===== config.mk =====
export PLATFORM = sky130hd
export DESIGN_NAME = bus_controller
export DESIGN_NICKNAME = d
export VERILOG_FILES = /design/src/common/bus_ctl_pkg.sv /design/src/hw/ctl_timer.sv /design/src/hw/bus_controller.sv
export VERILOG_INCLUDE_DIRS = /design/src /design/src/common
export SDC_FILE = /design/constraint.sdc
export NUM_CORES = 1
export LEC_CHECK = 0
export BUFFER_PORTS_ARGS = -buffer_cell sky130_fd_sc_hd__buf_2
export CORE_ASPECT_RATIO = 0.7
export CORE_UTILIZATION = 40
export CTS_BUF_LIST = sky130_fd_sc_hd__clkbuf_16
export DETAILED_ROUTE_END_ITERATION = 6
export GPL_TIMING_DRIVEN = 0
export SLEW_MARGIN = 20
export SYNTH_ARGS = -nofsm -noshare
export SYNTH_HDL_FRONTEND = slang
export SYNTH_SLANG_ARGS = --single-unit

===== constraint.sdc =====
create_clock -name clk -period 2.4 [get_ports clk]
set_input_delay 0.48 -clock clk [delete_from_list [all_inputs] [get_ports clk]]
set_output_delay 0.48 -clock clk [all_outputs]
set_load 0.005 [all_outputs]

===== src/common/bus_ctl_params.svh =====
// constants of the bus controller command interpreter: codes, bit positions, reset values, timing
`ifndef BUS_CTL_PARAMS_SVH
`define BUS_CTL_PARAMS_SVH

// ************************************************************
// timing
// ************************************************************
`define CLK_MHZ 10
`define HOLD_US 100
`define HOLD_CYC (`HOLD_US * `CLK_MHZ)
`define SYNC_DELAY_NS 1500
`define SYNC_DELAY_CYC ((`SYNC_DELAY_NS * `CLK_MHZ + 999) / 1000)
`define UNIT_LONG_CYC 1800
`define UNIT_SHORT_CYC 45

// ************************************************************
// operation and utility command codes
// ************************************************************
`define CMD_COUNT_OFF 8'hF0
`define CMD_RESET 8'hF2
`define CMD_CLR_IRQ 8'hF3
`define CMD_STBY_CNT 8'hF4
`define CMD_PPOLL 8'hF5
`define CMD_STBY 8'hF6
`define CMD_LOCAL 8'hF7
`define CMD_REMOTE 8'hF8
`define CMD_ABORT 8'hF9
`define CMD_TAKE 8'hFA
`define CMD_TAKE_ASYNC 8'hFC
`define CMD_TAKE_SYNC 8'hFD
`define CMD_COUNT_ON 8'hFE
`define CMD_WR_TMO 8'hE1
`define CMD_WR_EVC 8'hE2
`define CMD_RD_EVC 8'hE3
`define CMD_RD_ERR 8'hE4
`define CMD_RD_IMASK 8'hE5
`define CMD_RD_CST 8'hE6
`define CMD_RD_BUS 8'hE7
`define CMD_RD_TMO 8'hE9
`define CMD_RD_EMASK 8'hEA
`define IRQ_ACKNOWLEDGE_CMD_MASK 8'h0B

// ************************************************************
// field positions and reset values
// ************************************************************
`define ERR_HANDOVER 0
`define ERR_STBY 1
`define ERR_SYNC 2
`define ERR_USER 5
`define ERR_MASK_BITS 8'h27
`define ST_ERR 6
`define ACK_BITS 8'hF4
`define IM_OBF 0
`define IM_IBF 1
`define IM_TCI 2
`define IM_SPI 3
`define DATA_IMASK_SEL 7
`define BYTE_RST 8'h00
`define MASK4_RST 4'h0

`endif


===== src/common/bus_ctl_pkg.sv =====
// types of the bus controller command interpreter
package bus_ctl_pkg;
	// controller function state
	typedef enum logic [1:0] {CTL_IDLE = 2'b00, CTL_ACTIVE = 2'b01, CTL_STANDBY = 2'b10} ctl_state_t;
	// background wait loops watched by the timeout timer
	typedef enum logic [1:0] {WAIT_NONE = 2'b00, WAIT_TAKE = 2'b01, WAIT_SYNC = 2'b10, WAIT_STBY = 2'b11} wait_t;
	// fixed-length holds on bus lines
	typedef enum logic [2:0] {HOLD_NONE = 3'b000, HOLD_REN = 3'b001, HOLD_IFC = 3'b010, HOLD_BOOT = 3'b011,
		HOLD_SYNC = 3'b100} hold_t;
	// meaning of the next data byte
	typedef enum logic [1:0] {DATA_MASK = 2'b00, DATA_TMO = 2'b01, DATA_EVC = 2'b10} data_t;
endpackage : bus_ctl_pkg


===== src/hw/ctl_timer.sv =====
// timeout timer: prescaled 8-bit down counter with expiry pulse
`timescale 1ns/1ps
`include "bus_ctl_params.svh"
module ctl_timer (
	input wire logic clk,
	input wire logic rst_b,
	input wire logic start,
	input wire logic run,
	input wire logic unitLong,
	input wire logic [7:0] loadVal,
	output logic [7:0] countVal,
	output logic expire
);
	logic [10:0] preCnt_r; // cycles within one count unit
	logic [7:0] cnt_r; // remaining units, kept after stop for status reads
	logic fired_r; // expiry already reported for this wait
	logic expire_r; // one-cycle expiry pulse
	logic tick; // last cycle of a unit
	logic [10:0] unitLast; // last prescale value

	assign unitLast = unitLong ? 11'(`UNIT_LONG_CYC - 1) : 11'(`UNIT_SHORT_CYC - 1);
	assign tick = run && !fired_r && preCnt_r == unitLast;
	assign countVal = cnt_r;
	assign expire = expire_r;

	// ************************************************************
	// counter
	// ************************************************************
	// start reloads; running counts down one unit at a time and flags once at zero
	always_ff @(posedge clk or negedge rst_b) begin
		if (!rst_b) begin
			preCnt_r <= 11'h000;
			cnt_r <= `BYTE_RST;
			fired_r <= 1'b0;
			expire_r <= 1'b0;
		end else if (start) begin
			preCnt_r <= 11'h000;
			cnt_r <= loadVal;
			fired_r <= 1'b0;
			expire_r <= 1'b0;
		end else begin
			expire_r <= tick && cnt_r == 8'h00;
			if (tick) begin
				preCnt_r <= 11'h000;
				if (cnt_r == 8'h00) begin
					fired_r <= 1'b1;
				end else begin
					cnt_r <= cnt_r - 8'h01;
				end
			end else if (run && !fired_r) begin
				preCnt_r <= preCnt_r + 11'h001;
			end
		end
	end
endmodule : ctl_timer


===== src/hw/bus_controller.sv =====
// command interpreter of the bus controller: host buffer, commands, bus control lines, interrupts
`timescale 1ns/1ps
`include "bus_ctl_params.svh"
module bus_controller import bus_ctl_pkg::*; (
	input wire logic clk,
	input wire logic rst_b,
	input wire logic registerSelectLine,
	input wire logic [7:0] wrData,
	input wire logic wrStrobe,
	input wire logic rdStrobe,
	output logic [7:0] rdData,
	input wire logic attentionSenseIn,
	input wire logic davTrue,
	input wire logic eoiIn,
	input wire logic srqIn,
	input wire logic ifcIn,
	input wire logic sysCtrlIn,
	input wire logic countIn,
	output logic attentionDriveOut,
	output logic controllerInChargeOut,
	output logic eoiDriveOut,
	output logic renAssertOut,
	output logic ifcAssertOut,
	output logic outBufferFullIrq,
	output logic inBufferFreeIrq,
	output logic taskDoneIrq,
	output logic specialIrq
);
	// ************************************************************
	// storage
	// ************************************************************
	logic cmdValid_r, cmdSel_r; // input buffer full and its select
	logic [7:0] cmdByte_r; // input buffer byte
	ctl_state_t ctlState_r, state_nxt; // controller function state
	wait_t waitKind_r, wait_nxt; // background wait loop
	hold_t holdKind_r, hold_nxt; // running line hold
	logic [9:0] holdCnt_r; // hold elapsed cycles
	logic atn_r, atn_nxt, cic_r, cic_nxt; // low asserts
	logic eoi_r, eoi_nxt, ren_r, ren_nxt, ifc_r, ifc_nxt; // high asserts
	logic takeAfter_r, takeAfter_nxt; // take control after IFC
	logic bootPend_r; // reset just released
	logic cntEn_r, cntEn_nxt, cntIrq_r, cntIrq_nxt; // counter enable, count interrupt enable
	data_t dataPend_r; // meaning of next data byte
	logic [7:0] tmoReg_r, evcReg_r, evcStat_r, errFlags_r, errMask_r, status_r, outBuf_r;
	logic [3:0] irqMask_r; // interrupt mask
	logic obf_r, taskDone_r, specialPend_r; // pending buffer and interrupt flags
	logic sysPrev_r, srqPrev_r, ifcPrev_r, countPrev_r; // edge history
	logic [7:0] rdData_r;
	logic obfIrq_r, ibfIrq_r, tciIrq_r, spiIrq_r;

	// ************************************************************
	// decode
	// ************************************************************
	logic isCmd, isAck, cmdHit, doReset, clrAll, dataWr, holdFree, holdDone, holdStart;
	logic countEdge, evEvent, tmrStart, tmrExpire, tciSet, bufLoad;
	logic [7:0] bufVal, errSet, flagSet, ackClr, tmrVal;

	// last cycle of each hold kind
	function automatic logic [9:0] holdLimit(input hold_t k);
		holdLimit = (k == HOLD_SYNC) ? 10'(`SYNC_DELAY_CYC - 1) : 10'(`HOLD_CYC - 1);
	endfunction : holdLimit

	assign isCmd = cmdValid_r && cmdSel_r;
	assign isAck = isCmd && ((cmdByte_r & `IRQ_ACKNOWLEDGE_CMD_MASK) == `IRQ_ACKNOWLEDGE_CMD_MASK);
	assign cmdHit = isCmd && !isAck;
	assign doReset = cmdHit && cmdByte_r == `CMD_RESET;
	assign clrAll = cmdHit && cmdByte_r == `CMD_CLR_IRQ;
	assign dataWr = cmdValid_r && !cmdSel_r;
	assign holdFree = holdKind_r == HOLD_NONE;
	assign holdDone = !holdFree && holdCnt_r == holdLimit(holdKind_r);
	assign countEdge = countIn && !countPrev_r;
	assign evEvent = cntEn_r && cntIrq_r && ctlState_r == CTL_STANDBY && countEdge && evcStat_r == 8'h01;
	assign ackClr = isAck ? (cmdByte_r & `ACK_BITS) : `BYTE_RST;
	assign flagSet = {sysCtrlIn ^ sysPrev_r && !bootPend_r, |(errSet & errMask_r), srqIn && !srqPrev_r, evEvent,
		1'b0, ifcIn && !ifcPrev_r, 2'b00};

	// timeout timer for the wait loops
	ctl_timer u_timer (
		.clk(clk),
		.rst_b(rst_b),
		.start(tmrStart),
		.run(waitKind_r != WAIT_NONE),
		.unitLong(waitKind_r != WAIT_STBY),
		.loadVal(tmoReg_r),
		.countVal(tmrVal),
		.expire(tmrExpire)
	);

	// ************************************************************
	// command execution
	// ************************************************************
	// next controller state from holds, wait loops, boot and the current command
	always_comb begin
		state_nxt = ctlState_r;
		wait_nxt = waitKind_r;
		hold_nxt = holdKind_r;
		atn_nxt = atn_r;
		cic_nxt = cic_r;
		eoi_nxt = eoi_r;
		ren_nxt = ren_r;
		ifc_nxt = ifc_r;
		takeAfter_nxt = takeAfter_r;
		cntEn_nxt = cntEn_r;
		cntIrq_nxt = cntIrq_r;
		holdStart = 1'b0;
		tmrStart = 1'b0;
		tciSet = 1'b0;
		bufLoad = 1'b0;
		bufVal = `BYTE_RST;
		errSet = `BYTE_RST;
		// end of a hold
		if (holdDone) begin
			hold_nxt = HOLD_NONE;
			case (holdKind_r)
				HOLD_REN: tciSet = 1'b1;
				HOLD_IFC: begin
					ifc_nxt = 1'b0;
					if (takeAfter_r) begin
						wait_nxt = WAIT_TAKE;
						tmrStart = 1'b1;
					end else begin
						tciSet = 1'b1;
					end
				end
				HOLD_BOOT: begin
					ifc_nxt = 1'b0;
					cic_nxt = 1'b0;
				end
				HOLD_SYNC: begin
					atn_nxt = 1'b0;
					state_nxt = CTL_ACTIVE;
					wait_nxt = WAIT_NONE;
					tciSet = 1'b1;
				end
				default: ;
			endcase
		end
		// wait loops
		case (waitKind_r)
			WAIT_TAKE: begin
				if (attentionSenseIn) begin
					atn_nxt = 1'b0;
					cic_nxt = 1'b0;
					state_nxt = CTL_ACTIVE;
					wait_nxt = WAIT_NONE;
					tciSet = 1'b1;
				end else if (tmrExpire) begin
					errSet[`ERR_HANDOVER] = 1'b1;
				end
			end
			WAIT_SYNC: begin
				if (!davTrue && holdFree) begin
					hold_nxt = HOLD_SYNC;
					holdStart = 1'b1;
				end else if (tmrExpire && holdKind_r != HOLD_SYNC) begin
					errSet[`ERR_SYNC] = 1'b1;
				end
			end
			WAIT_STBY: begin
				if (davTrue) begin
					wait_nxt = WAIT_NONE;
				end else if (tmrExpire) begin
					errSet[`ERR_STBY] = 1'b1;
					wait_nxt = WAIT_NONE;
				end
			end
			default: ;
		endcase
		// abort sequence after reset when system controller
		if (bootPend_r && sysCtrlIn) begin
			ifc_nxt = 1'b1;
			hold_nxt = HOLD_BOOT;
			holdStart = 1'b1;
		end
		// operation and utility commands
		if (cmdHit) begin
			eoi_nxt = 1'b0;
			case (cmdByte_r)
				`CMD_COUNT_OFF: begin
					cntIrq_nxt = 1'b0;
					tciSet = 1'b1;
				end
				`CMD_CLR_IRQ: wait_nxt = WAIT_NONE;
				`CMD_STBY_CNT: begin
					atn_nxt = 1'b1;
					cntEn_nxt = 1'b1;
					if (ctlState_r == CTL_ACTIVE) begin
						cntIrq_nxt = 1'b1;
						state_nxt = CTL_STANDBY;
						wait_nxt = WAIT_STBY;
						tmrStart = 1'b1;
						tciSet = 1'b1;
					end
				end
				`CMD_PPOLL: begin
					if (ctlState_r == CTL_ACTIVE) begin
						atn_nxt = 1'b0;
						eoi_nxt = 1'b1;
					end
				end
				`CMD_STBY: begin
					if (ctlState_r == CTL_ACTIVE) begin
						atn_nxt = 1'b1;
						state_nxt = CTL_STANDBY;
						wait_nxt = WAIT_STBY;
						tmrStart = 1'b1;
						tciSet = 1'b1;
					end
				end
				`CMD_LOCAL: begin
					if (!sysCtrlIn) begin
						errSet[`ERR_USER] = 1'b1;
					end else if (holdFree) begin
						ren_nxt = 1'b0;
						hold_nxt = HOLD_REN;
						holdStart = 1'b1;
					end
				end
				`CMD_REMOTE: begin
					if (!sysCtrlIn) begin
						errSet[`ERR_USER] = 1'b1;
					end else begin
						ren_nxt = ren_r || holdKind_r != HOLD_REN;
						tciSet = 1'b1;
					end
				end
				`CMD_ABORT: begin
					if (!sysCtrlIn) begin
						errSet[`ERR_USER] = 1'b1;
					end else if (holdFree) begin
						ifc_nxt = 1'b1;
						hold_nxt = HOLD_IFC;
						holdStart = 1'b1;
						takeAfter_nxt = ctlState_r == CTL_IDLE;
					end
				end
				`CMD_TAKE: begin
					if (ctlState_r == CTL_IDLE) begin
						wait_nxt = WAIT_TAKE;
						tmrStart = 1'b1;
					end
				end
				`CMD_TAKE_ASYNC: begin
					if (ctlState_r == CTL_STANDBY) begin
						atn_nxt = 1'b0;
						state_nxt = CTL_ACTIVE;
						wait_nxt = WAIT_NONE;
						tciSet = 1'b1;
					end
				end
				`CMD_TAKE_SYNC: begin
					if (ctlState_r == CTL_STANDBY) begin
						wait_nxt = WAIT_SYNC;
						tmrStart = 1'b1;
					end
				end
				`CMD_COUNT_ON: begin
					cntIrq_nxt = 1'b1;
					tciSet = 1'b1;
				end
				`CMD_RD_EVC: bufVal = evcStat_r;
				`CMD_RD_ERR: bufVal = errFlags_r;
				`CMD_RD_IMASK: bufVal = {4'h0, irqMask_r};
				`CMD_RD_CST: bufVal = {sysCtrlIn, ifc_r, ren_r, !cic_r, 2'b00, ctlState_r};
				`CMD_RD_BUS: bufVal = {ren_r, davTrue, eoiIn, 1'b0, sysCtrlIn, ifcIn, attentionSenseIn, srqIn};
				`CMD_RD_TMO: bufVal = tmrVal;
				`CMD_RD_EMASK: bufVal = errMask_r;
				default: ;
			endcase
			if (cmdByte_r[7:4] == 4'hE && cmdByte_r[3:0] >= 4'h3) begin
				bufLoad = 1'b1;
				tciSet = 1'b1;
			end
		end
		// acknowledge that leaves the error flag returns the error flags
		if (isAck && !cmdByte_r[`ST_ERR]) begin
			bufVal = errFlags_r;
			bufLoad = 1'b1;
			tciSet = 1'b1;
		end
	end

	// controller state registers
	always_ff @(posedge clk or negedge rst_b) begin
		if (!rst_b) begin
			ctlState_r <= CTL_IDLE;
			waitKind_r <= WAIT_NONE;
			holdKind_r <= HOLD_NONE;
			{atn_r, cic_r, eoi_r, ren_r, ifc_r} <= 5'b11000;
			{takeAfter_r, bootPend_r, cntEn_r, cntIrq_r} <= 4'b0100;
		end else if (doReset) begin
			ctlState_r <= CTL_IDLE;
			waitKind_r <= WAIT_NONE;
			holdKind_r <= HOLD_NONE;
			{atn_r, cic_r, eoi_r, ren_r, ifc_r} <= 5'b11000;
			{takeAfter_r, bootPend_r, cntEn_r, cntIrq_r} <= 4'b0100;
		end else begin
			ctlState_r <= state_nxt;
			waitKind_r <= wait_nxt;
			holdKind_r <= hold_nxt;
			{atn_r, cic_r, eoi_r, ren_r, ifc_r} <= {atn_nxt, cic_nxt, eoi_nxt, ren_nxt, ifc_nxt};
			{takeAfter_r, bootPend_r, cntEn_r, cntIrq_r} <= {takeAfter_nxt, 1'b0, cntEn_nxt, cntIrq_nxt};
		end
	end

	// hold length counter
	always_ff @(posedge clk or negedge rst_b) begin
		if (!rst_b) begin
			holdCnt_r <= 10'h000;
		end else if (holdStart || doReset) begin
			holdCnt_r <= 10'h000;
		end else if (!holdFree) begin
			holdCnt_r <= holdCnt_r + 10'h001;
		end
	end

	// ************************************************************
	// host buffers and registers
	// ************************************************************
	// input buffer takes each written byte; it is consumed the next cycle
	always_ff @(posedge clk or negedge rst_b) begin
		if (!rst_b) begin
			{cmdValid_r, cmdSel_r, cmdByte_r} <= {2'b00, `BYTE_RST};
		end else begin
			{cmdValid_r, cmdSel_r, cmdByte_r} <= {wrStrobe, registerSelectLine, wrData};
		end
	end

	// data bytes: pending timeout or counter value, else direct mask write
	always_ff @(posedge clk or negedge rst_b) begin
		if (!rst_b) begin
			dataPend_r <= DATA_MASK;
			{tmoReg_r, errMask_r, irqMask_r} <= {`BYTE_RST, `BYTE_RST, `MASK4_RST};
		end else if (doReset) begin
			dataPend_r <= DATA_MASK;
			{tmoReg_r, errMask_r, irqMask_r} <= {`BYTE_RST, `BYTE_RST, `MASK4_RST};
		end else if (cmdHit && cmdByte_r == `CMD_WR_TMO) begin
			dataPend_r <= DATA_TMO;
		end else if (cmdHit && cmdByte_r == `CMD_WR_EVC) begin
			dataPend_r <= DATA_EVC;
		end else if (dataWr) begin
			dataPend_r <= DATA_MASK;
			if (dataPend_r == DATA_TMO) begin
				tmoReg_r <= cmdByte_r;
			end else if (dataPend_r == DATA_MASK && cmdByte_r[`DATA_IMASK_SEL]) begin
				irqMask_r <= cmdByte_r[3:0];
			end else if (dataPend_r == DATA_MASK) begin
				errMask_r <= cmdByte_r & `ERR_MASK_BITS;
			end
		end
	end

	// event counter: load, then count down on rising count input while enabled
	always_ff @(posedge clk or negedge rst_b) begin
		if (!rst_b) begin
			{evcReg_r, evcStat_r, countPrev_r} <= {`BYTE_RST, `BYTE_RST, 1'b0};
		end else if (doReset) begin
			{evcReg_r, evcStat_r, countPrev_r} <= {`BYTE_RST, `BYTE_RST, countIn};
		end else begin
			countPrev_r <= countIn;
			if (dataWr && dataPend_r == DATA_EVC) begin
				evcReg_r <= cmdByte_r;
				evcStat_r <= cmdByte_r;
			end else if (cmdHit && cmdByte_r == `CMD_STBY_CNT && ctlState_r == CTL_ACTIVE) begin
				evcStat_r <= evcReg_r;
			end else if (cntEn_r && countEdge) begin
				evcStat_r <= evcStat_r - 8'h01;
			end
		end
	end

	// ************************************************************
	// flags and interrupts
	// ************************************************************
	// sticky flags; a set in the clearing cycle wins
	always_ff @(posedge clk or negedge rst_b) begin
		if (!rst_b) begin
			{errFlags_r, status_r} <= {`BYTE_RST, `BYTE_RST};
			{specialPend_r, taskDone_r, sysPrev_r, srqPrev_r, ifcPrev_r} <= 5'b00000;
		end else if (doReset) begin
			{errFlags_r, status_r} <= {`BYTE_RST, `BYTE_RST};
			{specialPend_r, taskDone_r, sysPrev_r, srqPrev_r, ifcPrev_r} <= {2'b00, sysCtrlIn, srqIn, ifcIn};
		end else begin
			{sysPrev_r, srqPrev_r, ifcPrev_r} <= {sysCtrlIn, srqIn, ifcIn};
			errFlags_r <= (clrAll ? `BYTE_RST : errFlags_r) | errSet;
			status_r <= (clrAll ? `BYTE_RST : status_r & ~ackClr) | flagSet;
			taskDone_r <= (isCmd ? 1'b0 : taskDone_r) | tciSet;
			if (isAck) begin
				specialPend_r <= |(status_r & ~ackClr) || |flagSet;
			end else begin
				specialPend_r <= (specialPend_r && !clrAll) || |flagSet;
			end
		end
	end

	// output buffer: loaded by read commands, emptied by host data read
	always_ff @(posedge clk or negedge rst_b) begin
		if (!rst_b) begin
			{outBuf_r, obf_r} <= {`BYTE_RST, 1'b0};
		end else if (bufLoad) begin
			{outBuf_r, obf_r} <= {bufVal, 1'b1};
		end else if (doReset || (rdStrobe && !registerSelectLine)) begin
			obf_r <= 1'b0;
		end
	end

	// read port and masked interrupt outputs
	always_ff @(posedge clk or negedge rst_b) begin
		if (!rst_b) begin
			rdData_r <= `BYTE_RST;
			{obfIrq_r, ibfIrq_r, tciIrq_r, spiIrq_r} <= 4'h0;
		end else begin
			rdData_r <= !rdStrobe ? `BYTE_RST : registerSelectLine ?
				{status_r[7:4], taskDone_r, status_r[2], cmdValid_r, obf_r} : outBuf_r;
			obfIrq_r <= obf_r && irqMask_r[`IM_OBF];
			ibfIrq_r <= !cmdValid_r && irqMask_r[`IM_IBF];
			tciIrq_r <= taskDone_r && irqMask_r[`IM_TCI];
			spiIrq_r <= specialPend_r && irqMask_r[`IM_SPI];
		end
	end

	assign rdData = rdData_r;
	assign attentionDriveOut = atn_r;
	assign controllerInChargeOut = cic_r;
	assign eoiDriveOut = eoi_r;
	assign renAssertOut = ren_r;
	assign ifcAssertOut = ifc_r;
	assign outBufferFullIrq = obfIrq_r;
	assign inBufferFreeIrq = ibfIrq_r;
	assign taskDoneIrq = tciIrq_r;
	assign specialIrq = spiIrq_r;
endmodule : bus_controller


==> flow_metrics.env, run 1 <==
export IMPL_clock_skew_final_ns=0.01285
export IMPL_dp_slack_ns=-0.3066
export IMPL_path_delay_family="simple AND/OR/NAND/NOR gates"
export IMPL_rsz0062_at_grt="yes"
export IMPL_yosysTopAreaCell="sky130_fd_sc_hd__dfrtp_1"
export IMPL_ios=37
export IMPL_drc=0
export IMPL_areaGrowthSynthToFinish_pct=18.41
export IMPL_coreArea_mm2=0.01649
export IMPL_timing_slew_headroom_pct=37.37
export IMPL_cp_buffers_inverters=2
export IMPL_crit_chain="nand4_1 -> buf_4 -> buf_4 -> nor4_1 -> nor2_1 -> mux2_2"
export IMPL_timing_final_crit_share_pct=99.73
export IMPL_finalCoreUtilization_pct=49.04
export IMPL_wire_length_of_the_first_global_routing_pass_um=32800
export IMPL_die_width_um=158.2
export IMPL_tightestPinTransition_ns=0.9274
export IMPL_die_area_mm2=0.01761
export IMPL_synthesis_area_per_instance_um2=9.345
export IMPL_synth_nets=756
export IMPL_static_leakage_power_uw=0.003452
export IMPL_final_setup_viol_count=0
export IMPL_synth_enable_flop_cells=0
export IMPL_area_used_by_multi_input_combinational_logic_mm2=0.003520
export IMPL_pwr_share_clk_pct=37.0
export IMPL_clock_insertion_delay_worst_skew_ns=0.43
export IMPL_timing_critical_path_mode_cell="sky130_fd_sc_hd__buf_4"
export IMPL_routed_wire_length_per_instance_um=20.35
export IMPL_combPwrFrac_pct=20.0
export IMPL_synthDistinctLibCells=78
export IMPL_synth_top_flop_cell="sky130_fd_sc_hd__dfrtp_1"
export IMPL_timing_critical_path_arrival_ns=2.71
export IMPL_number_of_antenna_violations_at_the_first_check_in_global_routing=0
export IMPL_cp_end_kind="flip-flop"
export IMPL_fmax_ghz=0.4178
export IMPL_rows=39
export IMPL_share_seq_of_total_power_pct=42.9
export IMPL_post_drt_via_cell_ratio=5.932
export IMPL_synthesis_yosys_warnings=0
export IMPL_yosys_top_cells_area="sky130_fd_sc_hd__dfrtp_1 45%, sky130_fd_sc_hd__nand2_1 4.5%, sky130_fd_sc_hd__nor2_1 3.7%"
export IMPL_layout_setup_ws_ns=0.006410
export IMPL_synthCells=731
export IMPL_cts_root_to_sink_buffers=2
export IMPL_pwr_density_cell_mw_per_mm2=880.8
export IMPL_power_internal_uw=4705
export IMPL_yosys_top_cell_area_share_pct=45.42
export IMPL_critical_path_slowest_cell="sky130_fd_sc_hd__nor4_1"
export IMPL_grt_start_max_net_pins=70
export IMPL_clkTransAtPathRegs_ns=0.07
export IMPL_min_period_ns=2.394
export IMPL_regArea_mm2=0.003188
export IMPL_run_status="finished clean"
export IMPL_final_layout_size_suffix_gt1_share_pct=17.46
export IMPL_drt_total_wl_um=20900
export IMPL_critPathRequiredTime_ns=2.72
export IMPL_worst_path_largest_cell_delay_ns=0.60
export IMPL_net_switching_power_uw=2419
export IMPL_final_net_count=814
export IMPL_hold_violations=0
export IMPL_worstHoldPathType="in -> reg"
export IMPL_async_flop_share_pct=100.0
export IMPL_globalRoute_totalOverflow=0
export IMPL_buffer_ports_inserted=36
export IMPL_vias=6092
export IMPL_drv_slew=0
export IMPL_cts_buffers_inserted=17
export IMPL_fp_dieH_um=111.3
export IMPL_drt_iter0_drc=853
export IMPL_initial_core_util_pct=41.42
export IMPL_cts_sinks=127
export IMPL_maxCapViolCount=0
export IMPL_hpwlAfterDp_um=15250
export IMPL_fillerInstances=1564
export IMPL_synth_cell_area_mm2=0.006832
export IMPL_dr_pass1_iters=5
export IMPL_ant_nets=0
export IMPL_grt_usage_pct=24.73
export IMPL_htree_levels=4
export IMPL_power_share_switching_pct=33.96
export IMPL_gp_routability_congestion=0.9353
export IMPL_crit_fanout=7
export IMPL_ctsRootBufferMaster="sky130_fd_sc_hd__clkbuf_16"
export IMPL_synth_yosys_seq_area_share_pct=46.58
export IMPL_vdd_drop_max_v=0.0004820
export IMPL_worstSetupStartpointType="flip-flop"
export IMPL_tritoncts="built"
export IMPL_critical_path_class="reg -> reg"
export IMPL_grt_pass1_vias=5745
export IMPL_ys_seq_elements=127
export IMPL_antennaDiodeCount=0
registers in the layout (all words and copies together) (netlist names), 2 cells and up:
register          cells
cmdByte_r             8
evcReg_r              8
u_timer.preCnt_r     11
tmoReg_r              8
rdData                8
dataPend_r            2
irqMask_r             4
evcStat_r             8
status_r              5
errMask_r             4
holdCnt_r            10
ctlState_r            2
waitKind_r            2
outBuf_r              8
u_timer.countVal      8
holdKind_r            3
errFlags_r            4
synth_stat cells (all sizes together) (13+ instances only):
cell type and instances:
dfrtp 124, nand2 81, nor2 69, a21oi 45, o21ai 40, clkbuf 34
nor3 20, mux2i 19, nand3 19, inv 17, nand2b 17, a31oi 15
mux2 15, nand4 13
worst reg2reg max path, cell delays in order (launching register included):
cell and delay (ns):
sky130_fd_sc_hd__dfrtp_1 0.49, sky130_fd_sc_hd__nand4_1 0.22, sky130_fd_sc_hd__buf_4 0.21, sky130_fd_sc_hd__buf_4 0.14, sky130_fd_sc_hd__nor4_1 0.60, sky130_fd_sc_hd__nor2_1 0.29, sky130_fd_sc_hd__mux2_2 0.34
placed cells by master (no fill, tap or decap), types with 6 or more instances in the layout:
master	instances
sky130_fd_sc_hd__dfrtp_1	119
sky130_fd_sc_hd__nand2_1	80
sky130_fd_sc_hd__nor2_1	68
sky130_fd_sc_hd__a21oi_1	44
sky130_fd_sc_hd__buf_2	37
sky130_fd_sc_hd__o21ai_0	24
sky130_fd_sc_hd__nor3_1	19
sky130_fd_sc_hd__nand3_1	19
sky130_fd_sc_hd__mux2i_1	19
sky130_fd_sc_hd__clkbuf_2	17
sky130_fd_sc_hd__nand2b_1	17
sky130_fd_sc_hd__clkbuf_16	17
sky130_fd_sc_hd__inv_1	15
sky130_fd_sc_hd__a31oi_1	15
sky130_fd_sc_hd__o21ai_1	15
sky130_fd_sc_hd__nand4_1	13
sky130_fd_sc_hd__clkbuf_1	13
sky130_fd_sc_hd__xnor2_1	12
sky130_fd_sc_hd__xor2_1	12
sky130_fd_sc_hd__nor4_1	10
sky130_fd_sc_hd__nand3b_1	10
sky130_fd_sc_hd__nor2b_1	10
sky130_fd_sc_hd__or3_1	9
sky130_fd_sc_hd__buf_4	8
sky130_fd_sc_hd__a22oi_1	8
sky130_fd_sc_hd__mux2_1	8
sky130_fd_sc_hd__inv_8	8
sky130_fd_sc_hd__and3_1	7
sky130_fd_sc_hd__o22ai_1	6
sky130_fd_sc_hd__mux2_2	6
stage by stage:
| step | instance area, µm² | hold slack [ns] | power (µW) | setup TNS [ns] | instances |
|---|---|---|---|---|---|
| 5_1_grt | 8089 | 0.1383 | 7465 | -0.08987 | 1027 |
| 3_5_place_dp | 7331 | 0.4448 | 4456 | -14.62 | 993 |
| 4_1_cts | 8028 | 0.1441 | 7115 | 0 | 1027 |
| 2_1_floorplan | 6832 | 0.1844 | 3935 | 0 | 731 |
| 6_report | 8089 | 0.1487 | 7125 | 0 | 1027 |
| 3_3_place_gp | 7293 | 0.4728 | 4400 | -111.95 | 992 |
final timing paths:
kind,from,to,slack [ns],cells past startpoint
setup / recovery,cmdByte_r[5],errMask_r[2],0.006,6
setup reg to reg,cmdByte_r[5],errMask_r[2],0.006,6
min in group asynchronous,rst_b,u_timer.preCnt_r[7],0.54,2
hold / removal,wrData[2],cmdByte_r[2],0.15,1
max in group asynchronous,rst_b,cmdValid_r,1.15,3
hold reg to reg,evcReg_r[3],evcReg_r[3],0.48,1
power by group through the flow:
stage	logic, µW	clock network (µW)	registers, µW
6_report	1430	2640	3060
5_1_grt	1610	2750	3110
4_1_cts	1420	2670	3020
3_5_place_dp	1400	0	3060
3_3_place_gp	1360	0	3040
2_1_floorplan	1050	0	2880
metal layers:
metal  share of wire (%)  up-vias  track usage, %
met5                   0        -          0.5602
met4                 1.6        0           6.731
met3                 8.7       33           5.878
met2                  42      294           33.60
met1                  48     2982           38.52
li1                    -     2783               -
final cells by class:
type	count	share of cell area (%)
plain buffers	35	2.011
clock buffers	17	5.259
clock inverters	15	2.073
inverters	18	0.8817
multi-input cells	546	43.51
flip-flops and latches	127	39.41
well taps	225	3.480
repair buffers	44	3.372
repair_timing:
action / CTS / global route
setup endpoints to repair: 74 / 55
pin swaps: 2 / 1
setup buffers: 3 / 3
hold buffers: 1 / 0
hold endpoints to repair: 6 / 0
gates resized for setup: 26 / 28
logic make-up after synthesis:
kind of cell,after synthesis,share of synthesized area (%)
AOI/OAI and AO/OA,171,16.76
xor gates and xnor gates,24,3.077
adders and majority gates,5,0.9158
buffers and inverters,58,3.315
DFF,127,46.58
muxes,35,5.641
and+or+nand+nor,311,23.72
Power figures use the tool's default switching activity.
==> inputs of run 2 (changes only) <==
--- a/config.mk
+++ b/config.mk
@@ -6,6 +6,7 @@
 export SDC_FILE = /design/constraint.sdc
 export NUM_CORES = 1
 export LEC_CHECK = 0
+export ABC_AREA = 1
 export BUFFER_PORTS_ARGS = -buffer_cell sky130_fd_sc_hd__buf_2
 export CORE_ASPECT_RATIO = 0.7
 export CORE_UTILIZATION = 40
==> run 2 against run 1 <==
  * Combinational power fell by 6%
  * Sequential share of layout area fell by 0.63 points
  * Wire length fell by 3.2%
  * Non-clock buffer count fell by 20
  * Power fell by 6.2%
  * Clock skew barely moved
  * Synthesized cell count rose by 30%
  * Critical path depth rose by 3
  * Global-route usage fell by 1.1 points
  * First-iteration DRC count fell by 30%
  * Sequential cell count did not move
  * Clock power barely moved
==> flow_metrics.env, run 2 <==
export IMPL_tritoncts="built"
export IMPL_fp_dieH_um=113.3
export IMPL_fin_setup_tns_ns=0
export IMPL_synthDistinctLibCells=48
export IMPL_coreArea_mm2=0.01722
export IMPL_crit_chain="inv_2 -> nand2_1 -> nor2_4 -> nand3_2 -> buf_2 -> nand2_1 -> nand2_1 -> nand3_1 -> o21ai_1"
export IMPL_antennaDiodeCount=0
export IMPL_maxCapViolCount=0
export IMPL_pwr_density_cell_mw_per_mm2=814.5
export IMPL_clock_insertion_delay_worst_skew_ns=0.43
export IMPL_buffer_ports_inserted=36
export IMPL_synthesis_yosys_warnings=0
export IMPL_grt_start_max_net_pins=74
export IMPL_number_of_antenna_violations_at_the_first_check_in_global_routing=0
export IMPL_hpwlAfterDp_um=15020
export IMPL_cp_end_kind="flip-flop"
export IMPL_min_period_ns=2.285
export IMPL_largest_reg_flops=11
export IMPL_tightestPinTransition_ns=0.7997
export IMPL_run_status="finished clean"
export IMPL_drv_slew=0
export IMPL_fillerInstances=1751
export IMPL_crit_fanout=10
export IMPL_globalRoute_totalOverflow=0
export IMPL_worstSetupStartpointType="flip-flop"
export IMPL_htree_levels=4
export IMPL_synthCells=949
export IMPL_synth_yosys_seq_area_share_pct=44.96
export IMPL_ys_seq_elements=127
export IMPL_hold_violations=0
export IMPL_biggestRegsByFlops="u_timer.preCnt_r: 11 flops, holdCnt_r: 10 flops"
export IMPL_die_area_mm2=0.01824
export IMPL_vias=6568
export IMPL_gp_routability_congestion=0.9632
export IMPL_numPlacedInstances=1217
export IMPL_regArea_mm2=0.003182
export IMPL_yosys_top_cells_area="sky130_fd_sc_hd__dfrtp_1 44%, sky130_fd_sc_hd__nand2_1 14%, sky130_fd_sc_hd__nand3_1 6.4%"
export IMPL_synthesis_area_per_instance_um2=7.457
export IMPL_drc=0
export IMPL_fmax_ghz=0.4377
export IMPL_timing_critical_path_mode_cell="sky130_fd_sc_hd__nand2_1"
export IMPL_final_layout_size_suffix_gt1_share_pct=12.46
export IMPL_critPathRequiredTime_ns=2.71
export IMPL_worst_path_largest_cell_delay_ns=0.47
export IMPL_drt_total_wl_um=20240
export IMPL_ios=37
export IMPL_timing_critical_path_arrival_ns=2.60
export IMPL_static_leakage_power_uw=0.004228
export IMPL_area_used_by_multi_input_combinational_logic_mm2=0.003322
export IMPL_reg2reg_setup_slack_ns=0.12
export IMPL_final_net_count=1031
export IMPL_cts_root_to_sink_buffers=2
export IMPL_post_drt_via_cell_ratio=5.254
export IMPL_highest_count_cells_in_the_layout_ignoring_fill_and_taps="267 x sky130_fd_sc_hd__nand2_1, 124 x sky130_fd_sc_hd__dfrtp_1, 107 x sky130_fd_sc_hd__inv_1"
export IMPL_routed_wire_length_per_instance_um=16.19
export IMPL_rows=40
export IMPL_areaGrowthSynthToFinish_pct=15.93
export IMPL_ctsRootBufferMaster="sky130_fd_sc_hd__clkbuf_16"
export IMPL_final_common_cell="sky130_fd_sc_hd__nand2_1"
export IMPL_critical_path_slowest_cell="sky130_fd_sc_hd__dfrtp_1"
export IMPL_final_setup_viol_count=0
export IMPL_instances_no_fill=1250
export IMPL_async_flop_share_pct=100.0
export IMPL_dp_slack_ns=0.08420
export IMPL_layout_setup_ws_ns=0.1152
export IMPL_clkTransAtPathRegs_ns=0.07
export IMPL_initial_core_util_pct=41.10
export IMPL_clock_skew_final_ns=0.01309
export IMPL_grt_pass1_vias=6100
export IMPL_synth_enable_flop_cells=0
export IMPL_timing_final_crit_share_pct=95.20
export IMPL_yosysTopAreaCell="sky130_fd_sc_hd__dfrtp_1"
export IMPL_synth_most_common_cell="sky130_fd_sc_hd__nand2_1"
export IMPL_worstHoldPathType="in -> reg"
export IMPL_synth_cell_area_mm2=0.007077
export IMPL_dr_pass1_iters=7
export IMPL_timing_slew_headroom_pct=46.10
export IMPL_synth_commonest_cells="267 x sky130_fd_sc_hd__nand2_1, 124 x sky130_fd_sc_hd__dfrtp_1, 107 x sky130_fd_sc_hd__inv_1"
export IMPL_synth_nets=974
export IMPL_cts_sinks=127
export IMPL_vdd_drop_max_v=0.0004242
export IMPL_cts_setup_buffers=0
export IMPL_grt_usage_pct=23.64
export IMPL_critical_path_class="reg -> reg"
export IMPL_ant_nets=0
export IMPL_synth_top_flop_cell="sky130_fd_sc_hd__dfrtp_1"
export IMPL_power_total_uw=6682
export IMPL_largest_register="u_timer.preCnt_r"
export IMPL_wire_length_of_the_first_global_routing_pass_um=33010
export IMPL_drt_iter0_drc=599
export IMPL_yosys_top_cell_area_share_pct=43.85
export IMPL_rsz0062_at_grt="no"
export IMPL_cts_buffers_inserted=17
export IMPL_die_width_um=161.0
==> run 2: cell families (layout without fill, tap and decap cells) <==
group / count (synthesis) / count (layout) / share of synthesized area [%]
AO/OA/AOI/OAI: 135 / 135 / 11.33
buffers and inverters: 144 / 214 / 8.274
flip-flops: 127 / 127 / 44.96
adder cells (fa/ha/maj): 5 / 5 / 0.8840
AND/OR/NAND/NOR: 511 / 511 / 31.21
XOR/XNOR: 27 / 27 / 3.342
==> run 2: cell type report <==
class,count,area share [%]
plain buffers,21,1.479
clock buffers,17,5.185
clock inverters,15,2.105
inverters,123,5.658
multi-input cells,678,40.49
flip-flops and latches,127,38.78
well taps,231,3.523
repair buffers,38,2.776
==> run 2: path summary, 6_finish.rpt <==
path | from | end | cells past startpoint
setup / recovery | cmdByte_r[2] | evcStat_r[1] | 9
hold / removal | wrData[6] | cmdByte_r[6] | 1
max in group asynchronous | rst_b | evcStat_r[0] | 3
hold reg to reg | cmdValid_r | inBufferFreeIrq | 1
min in group asynchronous | rst_b | holdCnt_r[6] | 2
setup reg to reg | cmdByte_r[2] | evcStat_r[1] | 9
==> run 2: power by group <==
group          switching (µW)  total [µW]  leakage [µW]  internal (µW)
clock network            1090        2650      0.000289           1560
registers                 255        2690       0.00160           2430
logic                     850        1350       0.00234            496
total                    2190        6680       0.00423           4490
==> run 2: layer usage <==
| metal | track usage [%] | share of wire, % | up-vias |
|---|---|---|---|
| li1 | - | - | 3198 |
| met1 | 36.90 | 51 | 3088 |
| met2 | 31.38 | 40 | 263 |
| met3 | 6.158 | 8.0 | 19 |
| met4 | 6.667 | 1.1 | 0 |
| met5 | 0 | 0 | - |
==> run 2: repair_timing <==
action	CTS	global route
gates resized for setup	0	3
hold endpoints to repair	9	0
hold buffers	1	0
setup endpoints to repair	0	15
==> run 2: metrics by stage <==
| step | cell area, µm² | util, % | hold WS [ns] |
|---|---|---|---|
| final | 8204 | 47.65 | 0.1515 |
| after global routing | 8204 | 47.65 | 0.1373 |
| after CTS | 8192 | 47.58 | 0.1441 |
| after detailed placement | 7584 | 44.05 | 0.4346 |
| after global placement | 7546 | 43.83 | 0.4442 |
| after floorplan | 7077 | - | 0.1844 |
==> run 2: worst max-delay path, delay by kind of cell (launching register included) <==
kind                   cells  cell delay (ns)
and+or+nand+nor            6             1.10
buffers and inverters      2             0.52
DFF                        1             0.47
AOI/OAI and AO/OA          1             0.07
